`src/rtl/clk_switch_pkg.sv`:
```
// Constants, field layout and carrier types for the CPU clock switch control block
package clk_switch_pkg;
    // ***************************************************************
    // Timing
    // ***************************************************************
    localparam int CLK_FREQ_MHZ = 50;
    localparam int MAIN_MIN_INSTR_NS = 400;
    localparam int MAIN_MIN_INSTR_CYC = (MAIN_MIN_INSTR_NS * CLK_FREQ_MHZ + 999) / 1000;
    localparam int SUB_INSTR_NS = 122000;
    localparam int SUB_INSTR_CYC = (SUB_INSTR_NS * CLK_FREQ_MHZ + 999) / 1000;
    localparam int STAB_TIME_NS = 26214400;
    localparam int STAB_CYC = (STAB_TIME_NS * CLK_FREQ_MHZ + 999) / 1000;
    localparam int TMR_W = 21;

    // ***************************************************************
    // Register map and fields
    // ***************************************************************
    localparam int ADDR_W = 8;
    localparam logic [7:0] CTRL_OFFSET = 8'h00;
    localparam logic [7:0] STATUS_OFFSET = 8'h04;
    localparam int DIV_LSB = 0;
    localparam int SRC_REQ_BIT = 4;
    localparam int SRC_STATE_BIT = 5;
    localparam int FB_OFF_BIT = 6;
    localparam int OSC_STOP_BIT = 7;
    localparam logic [7:0] CTRL_RESET = 8'h04;
    localparam logic [2:0] DIV_SLOWEST = 3'h4;
    localparam int ST_RUN_BIT = 0;
    localparam int ST_OSC_BIT = 1;
    localparam int ST_PEND_BIT = 2;

    // ***************************************************************
    // Carriers
    // ***************************************************************
    typedef struct packed {
        logic cyc;
        logic stb;
        logic we;
        logic [ADDR_W-1:0] adr;
        logic [3:0] sel;
        logic [31:0] dat;
    } wb_req_t;

    typedef struct packed {
        logic [31:0] dat;
        logic ack;
    } wb_rsp_t;

    typedef struct packed {
        logic run;
        logic sub_sel;
        logic [2:0] div;
        logic instr_tick;
        logic main_osc_en;
        logic feedback_off;
    } cpu_clk_t;
endpackage

```
`src/rtl/cpu_clock_switch_control.sv`:
```
// CPU clock source and divider switch control with Wishbone register access
//
// The register offsets and the Wishbone slave port were decided locally.
`timescale 1ns/100ps
module cpu_clock_switch_control
    import clk_switch_pkg::*;
#(
    parameter int SUB_INSTR_CYCLES = SUB_INSTR_CYC,
    parameter int STAB_CYCLES = STAB_CYC
) (
    input wire logic clk_i,
    input wire logic rst_i,
    input wire wb_req_t wb_req_i,
    output wb_rsp_t wb_rsp_o,
    output cpu_clk_t cpu_clk_o
);
    // ***************************************************************
    // Declarations
    // ***************************************************************
    typedef enum logic [1:0] {ST_START, ST_STAB, ST_RUN} phase_t;
    phase_t state;
    logic [2:0] cpu_divide_select;
    logic clock_source_request;
    logic main_osc_stop;
    logic feedback_off;
    logic active_sub;
    logic [2:0] active_div;
    logic [2:0] req_div;
    logic next_sub;
    logic [2:0] next_div;
    logic [TMR_W-1:0] instr_len;
    logic instr_expire;
    logic stab_expire;
    logic boundary;
    logic pending;
    logic bus_req;
    logic ctrl_write;
    // Longest main instruction, at the slowest division; bounds every wait on the main clock
    localparam int MAIN_MAX_GAP = MAIN_MIN_INSTR_CYC << int'(DIV_SLOWEST);
    logic ack;
    logic [31:0] rdata;
    logic [31:0] next_rdata;

    // ***************************************************************
    // Start-up sequence
    // ***************************************************************
    // Reset lands in ST_START with the oscillator off; the wait counts from release
    always_ff @(posedge clk_i) begin
        if (rst_i) begin
            state <= ST_START;
        end else begin
            unique case (state)
                ST_START: begin
                    state <= ST_STAB;
                end
                ST_STAB: begin
                    if (stab_expire) begin
                        state <= ST_RUN;
                    end
                end
                ST_RUN: begin
                    state <= ST_RUN;
                end
                // The spare code restarts the wait rather than running unclocked
                default: begin
                    state <= ST_START;
                end
            endcase
        end
    end

    interval_timer #(.W(TMR_W)) u_stab_timer (
        .clk_i(clk_i),
        .rst_i(rst_i),
        .load_i(state == ST_START),
        .load_value_i(TMR_W'(STAB_CYCLES)),
        .expire_o(stab_expire)
    );

    // ***************************************************************
    // Instruction timing and switch point
    // ***************************************************************
    // Prohibited divider codes run at the slowest rate rather than an undefined one
    assign req_div = (cpu_divide_select > DIV_SLOWEST) ? DIV_SLOWEST : cpu_divide_select;
    assign boundary = (state == ST_RUN) && instr_expire;
    assign pending = (clock_source_request != active_sub) || (!clock_source_request && req_div != active_div);

    // Changes apply only at the end of an old-clock instruction, which bounds every switch to one
    always_comb begin
        next_sub = boundary ? clock_source_request : active_sub;
        next_div = (boundary && !clock_source_request) ? req_div : active_div;
        if (next_sub) begin
            instr_len = TMR_W'(SUB_INSTR_CYCLES);
        end else begin
            instr_len = TMR_W'(MAIN_MIN_INSTR_CYC) << next_div;
        end
    end

    interval_timer #(.W(TMR_W)) u_instr_timer (
        .clk_i(clk_i),
        .rst_i(rst_i),
        .load_i((state != ST_RUN) || instr_expire),
        .load_value_i(instr_len),
        .expire_o(instr_expire)
    );

    // Multiplexer select and status bit are one flop, so they never disagree
    always_ff @(posedge clk_i) begin
        if (rst_i) begin
            active_sub <= 1'b0;
            active_div <= DIV_SLOWEST;
        end else begin
            active_sub <= next_sub;
            active_div <= next_div;
        end
    end

    // ***************************************************************
    // Wishbone slave
    // ***************************************************************
    assign bus_req = wb_req_i.cyc && wb_req_i.stb && !ack;
    assign ctrl_write = bus_req && wb_req_i.we && wb_req_i.sel[0] && (wb_req_i.adr == CTRL_OFFSET);

    // Control bits; only the low byte lane holds them
    always_ff @(posedge clk_i) begin
        if (rst_i) begin
            cpu_divide_select <= CTRL_RESET[DIV_LSB +: 3];
            clock_source_request <= CTRL_RESET[SRC_REQ_BIT];
            feedback_off <= CTRL_RESET[FB_OFF_BIT];
            main_osc_stop <= CTRL_RESET[OSC_STOP_BIT];
        end else if (ctrl_write) begin
            cpu_divide_select <= wb_req_i.dat[DIV_LSB +: 3];
            clock_source_request <= wb_req_i.dat[SRC_REQ_BIT];
            feedback_off <= wb_req_i.dat[FB_OFF_BIT];
            main_osc_stop <= wb_req_i.dat[OSC_STOP_BIT];
        end
    end

    // Read mux; unmapped addresses answer with zero
    always_comb begin
        next_rdata = 32'h0;
        if (wb_req_i.adr == CTRL_OFFSET) begin
            next_rdata[DIV_LSB +: 3] = cpu_divide_select;
            next_rdata[SRC_REQ_BIT] = clock_source_request;
            next_rdata[SRC_STATE_BIT] = active_sub;
            next_rdata[FB_OFF_BIT] = feedback_off;
            next_rdata[OSC_STOP_BIT] = main_osc_stop;
        end else if (wb_req_i.adr == STATUS_OFFSET) begin
            next_rdata[ST_RUN_BIT] = (state == ST_RUN);
            next_rdata[ST_OSC_BIT] = cpu_clk_o.main_osc_en;
            next_rdata[ST_PEND_BIT] = pending;
        end
    end

    // One-cycle ack one edge after the strobe; dropped the cycle after
    always_ff @(posedge clk_i) begin
        if (rst_i) begin
            ack <= 1'b0;
            rdata <= 32'h0;
        end else begin
            ack <= bus_req;
            if (bus_req) begin
                rdata <= next_rdata;
            end
        end
    end

    assign wb_rsp_o.ack = ack;
    assign wb_rsp_o.dat = rdata;

    // ***************************************************************
    // Clock outputs
    // ***************************************************************
    // No hardware wait on restart: software owns stability before going back to main
    assign cpu_clk_o.main_osc_en = (state != ST_START) && !(main_osc_stop && active_sub);
    assign cpu_clk_o.run = (state == ST_RUN);
    assign cpu_clk_o.sub_sel = active_sub;
    assign cpu_clk_o.div = active_div;
    assign cpu_clk_o.instr_tick = boundary;
    assign cpu_clk_o.feedback_off = feedback_off;

    // ***************************************************************
    // Assertions
    // ***************************************************************
    a_reset_value: assert property (@(posedge clk_i) rst_i |=>
        (cpu_divide_select == DIV_SLOWEST) && !clock_source_request && !main_osc_stop && !active_sub)
        else $error("control register reset value wrong");
    a_switch_boundary: assert property (@(posedge clk_i) disable iff (rst_i)
        (active_sub != $past(active_sub)) || (active_div != $past(active_div)) |-> $past(boundary))
        else $error("clock changed outside an instruction boundary");
    a_write_deferred: assert property (@(posedge clk_i) disable iff (rst_i)
        ctrl_write && !boundary |=> $stable(active_div) && $stable(active_sub))
        else $error("clock selection applied on the write itself");
    a_main_div_apply: assert property (@(posedge clk_i) disable iff (rst_i)
        boundary && !clock_source_request |=> !active_sub && (active_div == $past(req_div)))
        else $error("requested main division not applied at boundary");
    a_sub_apply: assert property (@(posedge clk_i) disable iff (rst_i)
        boundary && clock_source_request |=> active_sub)
        else $error("subsystem request not applied at boundary");
    a_status_read: assert property (@(posedge clk_i) disable iff (rst_i)
        bus_req && !wb_req_i.we && (wb_req_i.adr == CTRL_OFFSET) |=> ack && (rdata[SRC_STATE_BIT] == $past(active_sub)))
        else $error("source status read mismatch");
    a_osc_reset_off: assert property (@(posedge clk_i) rst_i |=> !cpu_clk_o.main_osc_en)
        else $error("main oscillator enabled during reset");
    a_osc_stop_sub: assert property (@(posedge clk_i) disable iff (rst_i)
        (state != ST_START) && !cpu_clk_o.main_osc_en |-> active_sub && main_osc_stop)
        else $error("main oscillator stopped while on main clock");
    a_osc_restart: assert property (@(posedge clk_i) disable iff (rst_i)
        (state != ST_START) && !main_osc_stop |-> cpu_clk_o.main_osc_en)
        else $error("main oscillator not restarted");
    a_start_slow: assert property (@(posedge clk_i) disable iff (rst_i)
        $rose(cpu_clk_o.run) |-> $past(stab_expire) && (active_div == DIV_SLOWEST) && !active_sub)
        else $error("execution did not start slow after stabilisation");
    a_stab_hold: assert property (@(posedge clk_i) disable iff (rst_i)
        state == ST_START |=> !cpu_clk_o.run [*2])
        else $error("execution started without stabilisation wait");
    a_main_bound: assert property (@(posedge clk_i) disable iff (rst_i)
        (state == ST_RUN) && !active_sub |-> ##[0:MAIN_MAX_GAP] boundary)
        else $error("no instruction boundary within the slowest main instruction");
    a_pending_clear: assert property (@(posedge clk_i) disable iff (rst_i)
        boundary && !ctrl_write |=> !pending)
        else $error("switch still pending after boundary");

    c_to_sub: cover property (@(posedge clk_i) disable iff (rst_i) $rose(active_sub));
    c_to_main: cover property (@(posedge clk_i) disable iff (rst_i) $fell(active_sub));
    c_div_change: cover property (@(posedge clk_i) disable iff (rst_i) !active_sub && $changed(active_div));
    c_osc_stop: cover property (@(posedge clk_i) disable iff (rst_i) $fell(cpu_clk_o.main_osc_en));
    c_return_div: cover property (@(posedge clk_i) disable iff (rst_i) $fell(active_sub) && $changed(active_div));
endmodule

```
`src/rtl/interval_timer.sv`:
```
// Reloadable down counter that marks the end of a programmed interval
`timescale 1ns/100ps
module interval_timer #(
    parameter int W = 21
) (
    input wire logic clk_i,
    input wire logic rst_i,
    input wire logic load_i,
    input wire logic [W-1:0] load_value_i,
    output logic expire_o
);
    logic [W-1:0] count;

    // A load of V makes expire_o rise V-1 cycles later, so a reload on expiry gives a period of V
    always_ff @(posedge clk_i) begin
        if (rst_i) begin
            count <= '0;
        end else if (load_i) begin
            count <= load_value_i - 1'b1;
        end else if (count != '0) begin
            count <= count - 1'b1;
        end
    end

    assign expire_o = (count == '0);
endmodule

```
`config.mk`:
```
export PLATFORM = sky130hd
export DESIGN_NAME = cpu_clock_switch_control
export DESIGN_NICKNAME = d
export VERILOG_FILES = /design/src/rtl/clk_switch_pkg.sv /design/src/rtl/cpu_clock_switch_control.sv /design/src/rtl/interval_timer.sv
export SDC_FILE = /design/constraint.sdc
export NUM_CORES = 1
export LEC_CHECK = 0
export BUFFER_PORTS_ARGS = -buffer_cell sky130_fd_sc_hd__buf_2
export CELL_PAD_IN_SITES_DETAIL_PLACEMENT = 1
export CELL_PAD_IN_SITES_GLOBAL_PLACEMENT = 1
export CORE_UTILIZATION = 42
export CTS_CLUSTER_DIAMETER = 150
export DETAILED_ROUTE_END_ITERATION = 12
export GPL_TIMING_DRIVEN = 0
export PLACE_DENSITY_LB_ADDON = 0.1
export RECOVER_POWER = 50
export SETUP_SLACK_MARGIN = 0.05
export SYNTH_ARGS = -nofsm -noshare
export SYNTH_HDL_FRONTEND = slang
export SYNTH_SLANG_ARGS = --single-unit
```
`constraint.sdc`:
```
create_clock -name clk_i -period 7 [get_ports clk_i]
set_clock_uncertainty 0.1 [all_clocks]
set_input_delay 0 -clock clk_i [delete_from_list [all_inputs] [get_ports clk_i]]
set_output_delay 0 -clock clk_i [all_outputs]
set_load 0.005 [all_outputs]
```
==> Yosys cells after proc, flatten, opt, wreduce, memory -nomap -nowiden <==
Cells that the tools add are included.
{ "classes": {"n_lt_le_gt_ge": 1, "addsub": 3, "n_mux": 13, "n_reduce_logical": 25, "n_shift": 1, "n_eq_ne": 7} }
{ "ops": {"columns": ["operator", "count"], "rows": [
  ["two-way mux 21 bit", 5],
  ["subtractor 21 x 1 -> 21 bit (second input constant)", 3],
  ["zero test 21 bit", 2],
  ["nonzero test 21 bit", 2],
  ["left shift 5 x 3 -> 21 bit (first input constant)", 1],
  ["two-way mux 3 bit", 4],
  ["logical AND 1 bit", 10],
  ["equality test 8 x 3 -> 1 bit (second input constant)", 1],
  ["zero test 8 bit", 1],
  ["one-hot mux 2 bit (3 select lines)", 1],
  ["nonzero test 2 bit", 3],
  ["two-way mux 4 bit", 1],
  ["!= test 2 bit (second input constant)", 2],
  ["greater-than comparator 3 bit (second input constant)", 1],
  ["zero test 1 bit", 3],
  ["!= test 3 bit", 1],
  ["equality test 2 x 1 -> 1 bit (second input constant)", 1],
  ["equality test 2 bit (second input constant)", 1],
  ["zero test 2 bit", 1],
  ["logical OR 1 bit", 2],
  ["two-way mux 2 bit", 1],
  ["OR reduction 2 bit", 1],
  ["two-way mux 1 bit", 1],
  ["!= test 1 bit", 1]
]} }
{ "word_totals": {"output_inout_bits": 41, "in_bits": 49, "regBits": 62} }

==> Longest topological paths before layout <==
Gate-level depths: netlist (run 1).
{ "logic_depth": {"word_depth": 8, "ltp_mapped": 13, "depth_no_buf": 10} }

==> Modules after synthesis <==
A second synthesis (run 1) with hierarchy kept.
{ "hier_totals": {"hier_cells": 499, "hier_area_um2": 4430.5} }
{ "modules_own_cells": {"columns": ["module", "n_inst", "area_per_inst_um2", "cells_each"], "rows": [
  ["interval_timer", 2, 1585.3, 176],
  ["cpu_clock_switch_control", 1, 1260.0, 147]
]} }

==> Worst setup path after synthesis (run 1) <==
Ideal clock, no wire load.
{ "synth_timing": {"path_kind": "reg2reg", "start": "register u_instr_timer.count[3]", "end": "register u_instr_timer.count[16]", "required_time_ns": 6.777, "n_path_buf": 2, "synth_period_minus_slack_ns": 3.701, "arrival_ns": 3.478, "path_stages_with_launch": 13, "slack_ns": 3.299, "path_cell_list": "dfxtp_1 or4_1 nor4_1 buf_2 a21boi_0 nand2_1 ha_1 inv_1 a2111oi_0 and3_1 clkbuf_1 nand3b_1 mux2_1"} }
{ "synth_between": {"elab_chain_len": 8, "elab_cells_between_ends": 14, "classes_between": "add/sub (2); shift (1); mux (5); reduce/logical (6)"} }
{ "synth_lines": {"columns": ["element", "line", "text"], "rows": [
  ["from (decl)", "interval_timer.sv:12", "logic [W-1:0] count;"],
  ["from (signal assigned)", "interval_timer.sv:19", "count <= load_value_i - 1'b1;"],
  ["from (signal assigned)", "interval_timer.sv:21", "count <= count - 1'b1;"],
  ["zero test 21 bit", "interval_timer.sv:25", "assign expire_o = (count == '0);"],
  ["logical AND 1 bit", "cpu_clock_switch_control.sv:85", "assign boundary = (state == ST_RUN) && instr_expire;"],
  ["logical AND 1 bit", "cpu_clock_switch_control.sv:91", "next_div = (boundary && !clock_source_request) ? req_div : active_div;"],
  ["two-way mux 3 bit", "cpu_clock_switch_control.sv:91", null],
  ["left shift 5 x 3 -> 21 bit", "cpu_clock_switch_control.sv:95", "instr_len = TMR_W'(MAIN_MIN_INSTR_CYC) << next_div;"],
  ["two-way mux 21 bit", "cpu_clock_switch_control.sv:92", "if (next_sub) begin"],
  ["subtractor 21 x 1 -> 21 bit", "interval_timer.sv:19", null],
  ["two-way mux 21 bit", "interval_timer.sv:18", "end else if (load_i) begin"]
]} }
Parallel ways exist; a longest one is shown, timed or not. The select of a mux whose other input is x is not followed.
A chain may end at the register's enable or synchronous reset.

==> Worst setup path in the final report (run 1) <==
Same ends and word-level chain as after synthesis.

==> metrics.md, run 1 <==
| Metric | Value |
|---|---|
| Max-slew headroom | `34.4%` |
| Pin count of the biggest net entering global routing | `11` |
| Reg clk slew, reported paths | `0.07 ns` |
| Max IR drop VDD | `0.000166 V` |
| Crit Path Max Fanout | `10` |
| Site Rows | `33` |
| Vias | `3401` |
| Fmax | `210 MHz` |
| Worst-Skew Late Latency | `0.34 ns` |
| Final setup viols | `0` |
| Min Hold Slack | `0.0225 ns` |
| Measured slew at the worst slew-check pin | `0.981 ns` |
| Die Wd | `94.3 µm` |
| Distinct cells, synth | `58` |
| 1st-iter DRT viols | `121` |
| Share of cells above drive strength 1 | `15.9%` |
| Final-stage net count | `584` |
| Cell area after layout | `4210 µm²` |
| RR Startpoint | `u_instr_timer.count[3]$_SDFFE_PP0P_` |
| Overflow left after global routing | `0` |
| Leak Pwr | `1.68 nW` |
| Area leader, netlist | `dfxtp_1` |
| R2r setup slk | `2.25 ns` |
| Startpoint types | `flip-flop` |
| Gr usage total | `23.9%` |
| Post-CTS sizing | `0` |
| Final hold violation count | `0` |
| Critical path data required time | `7.13 ns` |
| Postcts setup bufs | `0` |
| Sequential area share after synthesis | `34.7%` |
| First-pass detailed-route iteration total | `4` |
| I/O pin count | `90` |
| Most frequent cells in the layout | `dfxtp_1, a21oi_1, nor2_1, nand2_1` |
| Slowest stage delay, CP | `0.87 ns` |
| CP Capture Point | `u_instr_timer.count[16]$_SDFFE_PP0P_` |
| CP Cell Sequence | `or4_1 -> nor4_1 -> clkbuf_1 -> a21boi_0 -> nand2_1 -> ha_1 -> inv_1 -> a2111oi_1 -> and3_1 -> clkbuf_1 -> nand3b_1 -> mux2_1` |
| Clk sinks | `62` |
| Min cycle time layout | `4.75 ns` |
| Reg2reg end | `u_instr_timer.count[16]$_SDFFE_PP0P_` |
| Htree depth | `3` |
| Final period utilization | `67.9%` |
| Cell area power density | `312 nW/µm²` |
| Cell count after placement | `617` |
| Total routed wirelength | `10100 µm` |
| Post-Syn Instances | `453` |
| Unrepaired setup endpoints after global routing | `no` |
| FFs w/ async S/R, synth | `0%` |
| Core footprint | `8220 µm²` |
| N_diodes | `0` |
| Synthesis Warnings | `0` |
| Root buf cell | `clkbuf_8` |
| Worst hold path class | `primary input to flip-flop` |
| Starting Density | `43.5%` |
| FILL cells | `1061` |
| Number of flops mapped to enable cells by yosys | `0` |
| Top area cells in the synthesized netlist | `dfxtp_1, a21oi_1, buf_4, nor2_1, xnor2_1` |
| Mapped Area | `3580 µm²` |
| Setup slack at placement | `2.22 ns` |
| Non-filler cells, final | `638` |
| CP Class | `flip-flop to flip-flop` |
| Critical Path AT | `4.88 ns` |
| R2R cell count | `12` |
| DP Wirelength | `7410 µm` |
| Number of global-route vias before repair | `3317` |
| Outcome | `finished, final reports clean` |
| P&R area growth vs syn | `17.8%` |
| Final ANT Viol Nets | `0` |
| Final Util | `51.3%` |
| Most common cell after layout, fill and taps aside | `dfxtp_1` |
| CTS Buf Count | `9` |
| Yosys top cell area share | `34.7%` |
| Maxcap violations | `0` |
| Design Power | `1.32 mW` |
| Clock buffer depth | `2` |
| Synth Register Bits | `62` |
| Area after DPL | `3970 µm²` |
| TritonCTS clock tree | `yes` |
| First-pass GRT wire length | `16300 µm` |
| CP Capture Type | `flip-flop` |
| Number of port buffers | `35` |
| Mapped Avg Cell Area | `7.89 µm²` |
| Die height | `94.3 µm` |
| Antenna violations before repair | `0` |
| CP max-delay cell | `a2111oi_1` |
| Routed WL per cell | `15.8 µm` |
| Worst Setup Slack, final | `2.25 ns` |
| Setup_tns | `0 ns` |
| Vias per cell | `5.33` |
| Top FF cell, synth | `dfxtp_1` |
| Pins over their slew limit | `0` |
| Cts hold-fix bufs | `6` |
| Worst path most repeated cell | `clkbuf_1` |
| Crit path from | `u_instr_timer.count[3]$_SDFFE_PP0P_` |
| Remaining DRCs | `0` |
| Die area | `8890 µm²` |
| Gpl congestion | `0.841` |
registers in the layout, summed over array words and instances, names as in the netlist:
register	cells
main_osc_stop	1
u_stab_timer.count	21
active_div	3
active_sub	1
rdata	7
cpu_divide_select	3
ack	1
clock_source_request	1
u_instr_timer.count	21
feedback_off	1
state	2
synthesized netlist by cell type (all sizes together), types with 2 or more instances:
cell type   n
and3        4
nand2      34
nand3      10
mux2i       4
o21a        2
buf        35
a22oi       4
and4        2
o31ai       5
or2         7
clkbuf     17
nand2b     11
nand3b      8
nand4       2
o21bai      2
a21oi      57
dfxtp      62
o211a       2
mux2        4
a31o        4
nor3       25
xor2        6
nor2b       3
or4         7
nor2       45
nor3b       3
o211ai      2
o21ai      11
nor4       10
ha          6
inv         9
a31oi       3
a21boi      2
or3        13
xnor2      18
cell type report:
cell class	instances	area (µm²)	area share (%)
Clock buffer	12	145	3.45
Clock inverter	3	45.0	1.07
Timing Repair Buffer	41	224	5.32
Inverter	10	37.5	0.891
Sequential cell	62	1240	29.5
Multi-Input combinational cell	353	2080	49.4
Tap cell	105	131	3.12
Buffer	52	308	7.31
how the worst min path moves through the flow:
| stage | from | endpoint | slack, ns | cells past startpoint |
|---|---|---|---|---|
| 3_5_place_dp | wb_req_i[2] | cpu_divide_select[2]$_SDFFE_PP1P_ | 0.15 | 3 |
| 6_report | wb_req_i[38] | rdata[0]$_SDFFE_PP0P_ | 0.02 | 5 |
| 2_1_floorplan | wb_req_i[2] | cpu_divide_select[2]$_SDFFE_PP1P_ | 0.02 | 2 |
| 4_1_cts | wb_req_i[38] | rdata[0]$_SDFFE_PP0P_ | 0.01 | 5 |
| 3_3_place_gp | wb_req_i[2] | cpu_divide_select[2]$_SDFFE_PP1P_ | 0.13 | 3 |
| 5_1_grt | wb_req_i[38] | rdata[0]$_SDFFE_PP0P_ | 0.04 | 5 |
report_power, final:
group | internal (mW) | switching [mW] | total (mW)
sequential | 0.417 | 0.0522 | 0.469
clock | 0.173 | 0.147 | 0.320
combinational | 0.198 | 0.328 | 0.526
logic make-up (layout without fill, tap and decap cells):
family,Yosys count,after routing,synth area share (%)
and+or+nand+nor,187,187,27.7
AOI/OAI and AO/OA,103,103,17.4
adders and majority gates,6,6,2.10
other,1,25,0.105
xor gates and xnor gates,24,24,5.88
muxes,8,8,2.38
buffers and inverters,62,118,9.69
DFF,62,62,34.7
per-layer routing:
layer / track usage [%] / up-vias / wire (µm)
li1: - / 1711 / -
met1: 30.2 / 1591 / 4650
met2: 40.6 / 91 / 4820
met3: 4.69 / 8 / 519
met4: 7.05 / 0 / 88
met5: 0 / - / 0
worst max-delay path: cells and delay by family (launching register included):
kind	cells	cell delay, ns
AND/OR/NAND/NOR	5	1.64
AO/OA/AOI/OAI	2	1.27
buffers and inverters	3	0.79
flip-flops	1	0.34
multiplexers	1	0.32
adder cells (fa/ha/maj)	1	0.18
(Power assumes the default switching activity.)
==> inputs of run 2 (changes only) <==
- ABC_AREA: not set -> 1
- CORE_UTILIZATION: 42 -> 34
- clock period: 7 -> 3.95 ns (I/O delays scaled with it)
==> run 2 against run 1 <==
  * Global-route usage fell by 2.0 points
  * Flip-flop and latch count did not move
  * Worst hold slack better by 0.021 ns
  * Combinational power rose by 130%
  * Worst setup slack got worse by 1.3 ns
  * Total power rose by 120%
  * Routed wire length rose by 20%
  * Utilization down 8.2 points
  * Critical path type unchanged
  * Largest power group unchanged
  * Highest routed layer unchanged
==> metrics.md, run 2 <==
| Metric | Value |
|---|---|
| Outcome | `finished, final reports clean (unchanged)` |
| Worst hold path class | `primary input to flip-flop (unchanged)` |
| Site Rows | `38 (was 33)` |
| Number of port buffers | `34 (was 35)` |
| Die area | `11900 µm² (was 8890 µm²)` |
| Max-slew headroom | `11.3% (was 34.4%)` |
| I/O pin count | `90 (unchanged)` |
| Post-Syn Instances | `605 (was 453)` |
| Setup_tns | `0 ns (unchanged)` |
| Postcts setup bufs | `0 (unchanged)` |
| Die height | `109 µm (was 94.3 µm)` |
| Total routed wirelength | `12100 µm (was 10100 µm)` |
| 1st-iter DRT viols | `128 (was 121)` |
| Reg clk slew, reported paths | `0.05 ns (was 0.07 ns)` |
| Critical Path AT | `3.09 ns (was 4.88 ns)` |
| DP Wirelength | `9200 µm (was 7410 µm)` |
| Htree depth | `3 (unchanged)` |
| Number of global-route vias before repair | `4076 (was 3317)` |
| Final hold violation count | `0 (unchanged)` |
| Final ANT Viol Nets | `0 (unchanged)` |
| Clk sinks | `62 (unchanged)` |
| Min Hold Slack | `0.0432 ns (was 0.0225 ns)` |
| Most common cell after layout, fill and taps aside | `nand2_1 (was dfxtp_1)` |
| Commonest cells in the netlist | `nand2_1, nor2_1, inv_1 (was dfxtp_1, a21oi_1, nor2_1)` |
| Post-CTS sizing | `0 (unchanged)` |
| Yosys top cell area share | `31.7% (was 34.7%)` |
| Crit Path Max Fanout | `10 (unchanged)` |
| Number of flops mapped to enable cells by yosys | `0 (unchanged)` |
| TritonCTS clock tree | `yes (unchanged)` |
| N_diodes | `0 (unchanged)` |
| Startpoint types | `flip-flop (unchanged)` |
| Share of cells above drive strength 1 | `16.7% (was 15.9%)` |
| NetSw | `1.23 mW (was 528 µW)` |
| Switching Share | `42.3% (was 40.1%)` |
| Mapped Area | `3910 µm² (was 3580 µm²)` |
| Hold path cells | `3 (was 5)` |
| Overflow left after global routing | `0 (unchanged)` |
| Final-stage net count | `741 (was 584)` |
| Measured slew at the worst slew-check pin | `1.32 ns (was 0.981 ns)` |
| Final setup viols | `0 (unchanged)` |
| Multi-input gate area | `2180 µm² (was 2080 µm²)` |
| Area after DPL | `4350 µm² (was 3970 µm²)` |
| R2R cell count | `15 (was 12)` |
| Antenna violations before repair | `0 (unchanged)` |
| Synth Register Bits | `62 (unchanged)` |
| Top area cells in the synthesized netlist | `dfxtp_1, nand2_1, nor2_1, inv_1, buf_4 (was dfxtp_1, a21oi_1, buf_4, nor2_1, xnor2_1)` |
| Remaining DRCs | `0 (unchanged)` |
| Leak Pwr | `2.38 nW (was 1.68 nW)` |
| FF+latch area | `1240 µm² (unchanged)` |
| Vias per cell | `4.86 (was 5.33)` |
| Top FF cell, synth | `dfxtp_1 (unchanged)` |
| CP Class | `flip-flop to flip-flop (unchanged)` |
| Min cycle time layout | `3.00 ns (was 4.75 ns)` |
| Gr usage total | `21.9% (was 23.9%)` |
| Clock buffer depth | `2 (unchanged)` |
| Worst-Skew Late Latency | `0.34 ns (about the same)` |
| Most frequent cell after synthesis | `nand2_1 (was dfxtp_1)` |
| Pins over their slew limit | `0 (unchanged)` |
| CTS Buf Count | `9 (unchanged)` |
| First-pass detailed-route iteration total | `4 (unchanged)` |
| Distinct cells, synth | `43 (was 58)` |
| FFs w/ async S/R, synth | `0% (unchanged)` |
| Power share of the clock group | `28.8% (was 24.3%)` |
| Final Util | `43.1% (was 51.3%)` |
| Cell area after layout | `4750 µm² (was 4210 µm²)` |
| Synthesis Warnings | `0 (unchanged)` |
| Routed WL per cell | `14.5 µm (was 15.8 µm)` |
| Critical path data required time | `4.04 ns (was 7.13 ns)` |
| CP Capture Type | `flip-flop (unchanged)` |
| Unrepaired setup endpoints after global routing | `no (unchanged)` |
| Mapped Avg Cell Area | `6.46 µm² (was 7.89 µm²)` |
| Starting Density | `35.5% (was 43.5%)` |
| Vias | `4034 (was 3401)` |
| Pin count of the biggest net entering global routing | `11 (unchanged)` |
| Core footprint | `11000 µm² (was 8220 µm²)` |
| Area leader, netlist | `dfxtp_1 (unchanged)` |
| Fmax | `334 MHz (was 210 MHz)` |
| Die Wd | `109 µm (was 94.3 µm)` |
| Root buf cell | `clkbuf_16 (was clkbuf_8)` |
| Maxcap violations | `0 (unchanged)` |
| Most frequent cells in the layout | `nand2_1, nor2_1, inv_1, dfxtp_1, nand3_1 (was dfxtp_1, a21oi_1, nor2_1, nand2_1)` |
| FILL cells | `1487 (was 1061)` |
| P&R area growth vs syn | `21.5% (was 17.8%)` |
| Logic pwr share | `41.7% (was 40.0%)` |
| Internal | `1.67 mW (was 788 µW)` |
| Sequential power share | `29.5% (was 35.7%)` |
| Cell area power density | `611 nW/µm² (was 312 nW/µm²)` |
| Sequential area share after synthesis | `31.7% (was 34.7%)` |
| Largest regs | `u_instr_timer.count (21), u_stab_timer.count (21), rdata (7) (unchanged)` |
| Gpl congestion | `0.804 (was 0.841)` |
| Max IR drop VDD | `0.000375 V (was 0.000166 V)` |
| Final period utilization | `75.8% (was 67.9%)` |
| First-pass GRT wire length | `19600 µm (was 16300 µm)` |
-- run 2: cell count changes in the layout (fill, tap and decap cells not counted), moves of 12 or more --
cell,before,now
nor2_1,45,98
xnor2_1,18,0
nand2_1,34,130
or3_1,13,0
nor3_1,24,8
inv_1,9,71
a21oi_1,57,39
nand3_1,10,40
clkbuf_1,29,17
nand4_1,2,14
nand2_2,0,15
-- run 2: logic make-up after synthesis --
group | share of synthesized area [%]
other | 0.0959
AOI/OAI and AO/OA | 12.1
DFF | 31.7
xor gates and xnor gates | 0.896
adders and majority gates | 1.92
buffers and inverters | 14.4
and+or+nand+nor | 38.9
-- run 2: through the flow --
stage	setup WS (ns)	power [mW]	cells
2_1_floorplan	1.76	1.74	629
3_3_place_gp	1.18	2.03	803
3_5_place_dp	1.10	2.07	803
4_1_cts	1.07	2.94	830
5_1_grt	0.657	3.12	830
6_report	0.954	2.90	830
-- run 2: power by group through the flow --
| stage | registers, mW | logic [mW] | clock network (mW) |
|---|---|---|---|
| CTS | 0.857 | 1.23 | 0.853 |
| global route | 0.873 | 1.37 | 0.876 |
| finish | 0.857 | 1.21 | 0.835 |
| floorplan | 0.838 | 0.906 | 0 |
| global placement | 0.863 | 1.17 | 0 |
| detailed placement | 0.868 | 1.21 | 0 |
-- run 2: critical path, stage by stage (launching register included) --
cell and delay, ns:
dfxtp_1 0.34, inv_1 0.07, ha_1 0.21, clkbuf_1 0.27, nand2_1 0.32, inv_2 0.14
nor2_2 0.27, nand2_1 0.14, nand2_2 0.13, inv_1 0.08, nor2_2 0.20, nand2_1 0.14
nor2_1 0.22, nand2_1 0.08, nand2_1 0.06, a21oi_1 0.06
-- run 2: routing by layer --
metal / global-route usage (%) / routed length (µm) / vias up
met5: 0 / 0 / -
met4: 7.62 / 218 / 0
met3: 5.26 / 459 / 14
met2: 39.5 / 6050 / 64
met1: 24.9 / 5330 / 1908
li1: - / - / 2048
-- run 2: layout make-up --
cell class,count,area share [%]
Multi-Input combinational cell,448,46.0
Sequential cell,62,26.1
Inverter,77,6.08
Timing Repair Buffer,46,5.90
Buffer,42,5.72
Clock buffer,12,5.61
Tap cell,140,3.69
Clock inverter,3,0.895
-- run 2: path summary, 6_finish.rpt --
check,from,endpoint,slack (ns)
hold / removal,wb_req_i[44],clock_source_request$_SDFFE_PP0P_,0.04
setup reg to reg,state[0]$_SDFFE_PP0P_,u_instr_timer.count[16]$_SDFFE_PP0P_,0.95
setup / recovery,state[0]$_SDFFE_PP0P_,u_instr_timer.count[16]$_SDFFE_PP0P_,0.95
hold reg to reg,main_osc_stop$_SDFFE_PP0P_,rdata[7]$_SDFFE_PP0P_,0.38
-- run 2: repair_timing --
action	4_1_cts	5_1_grt
endpoints found under the setup margin	0	0
hold buffers	12	0
endpoints found under the hold margin	14	0
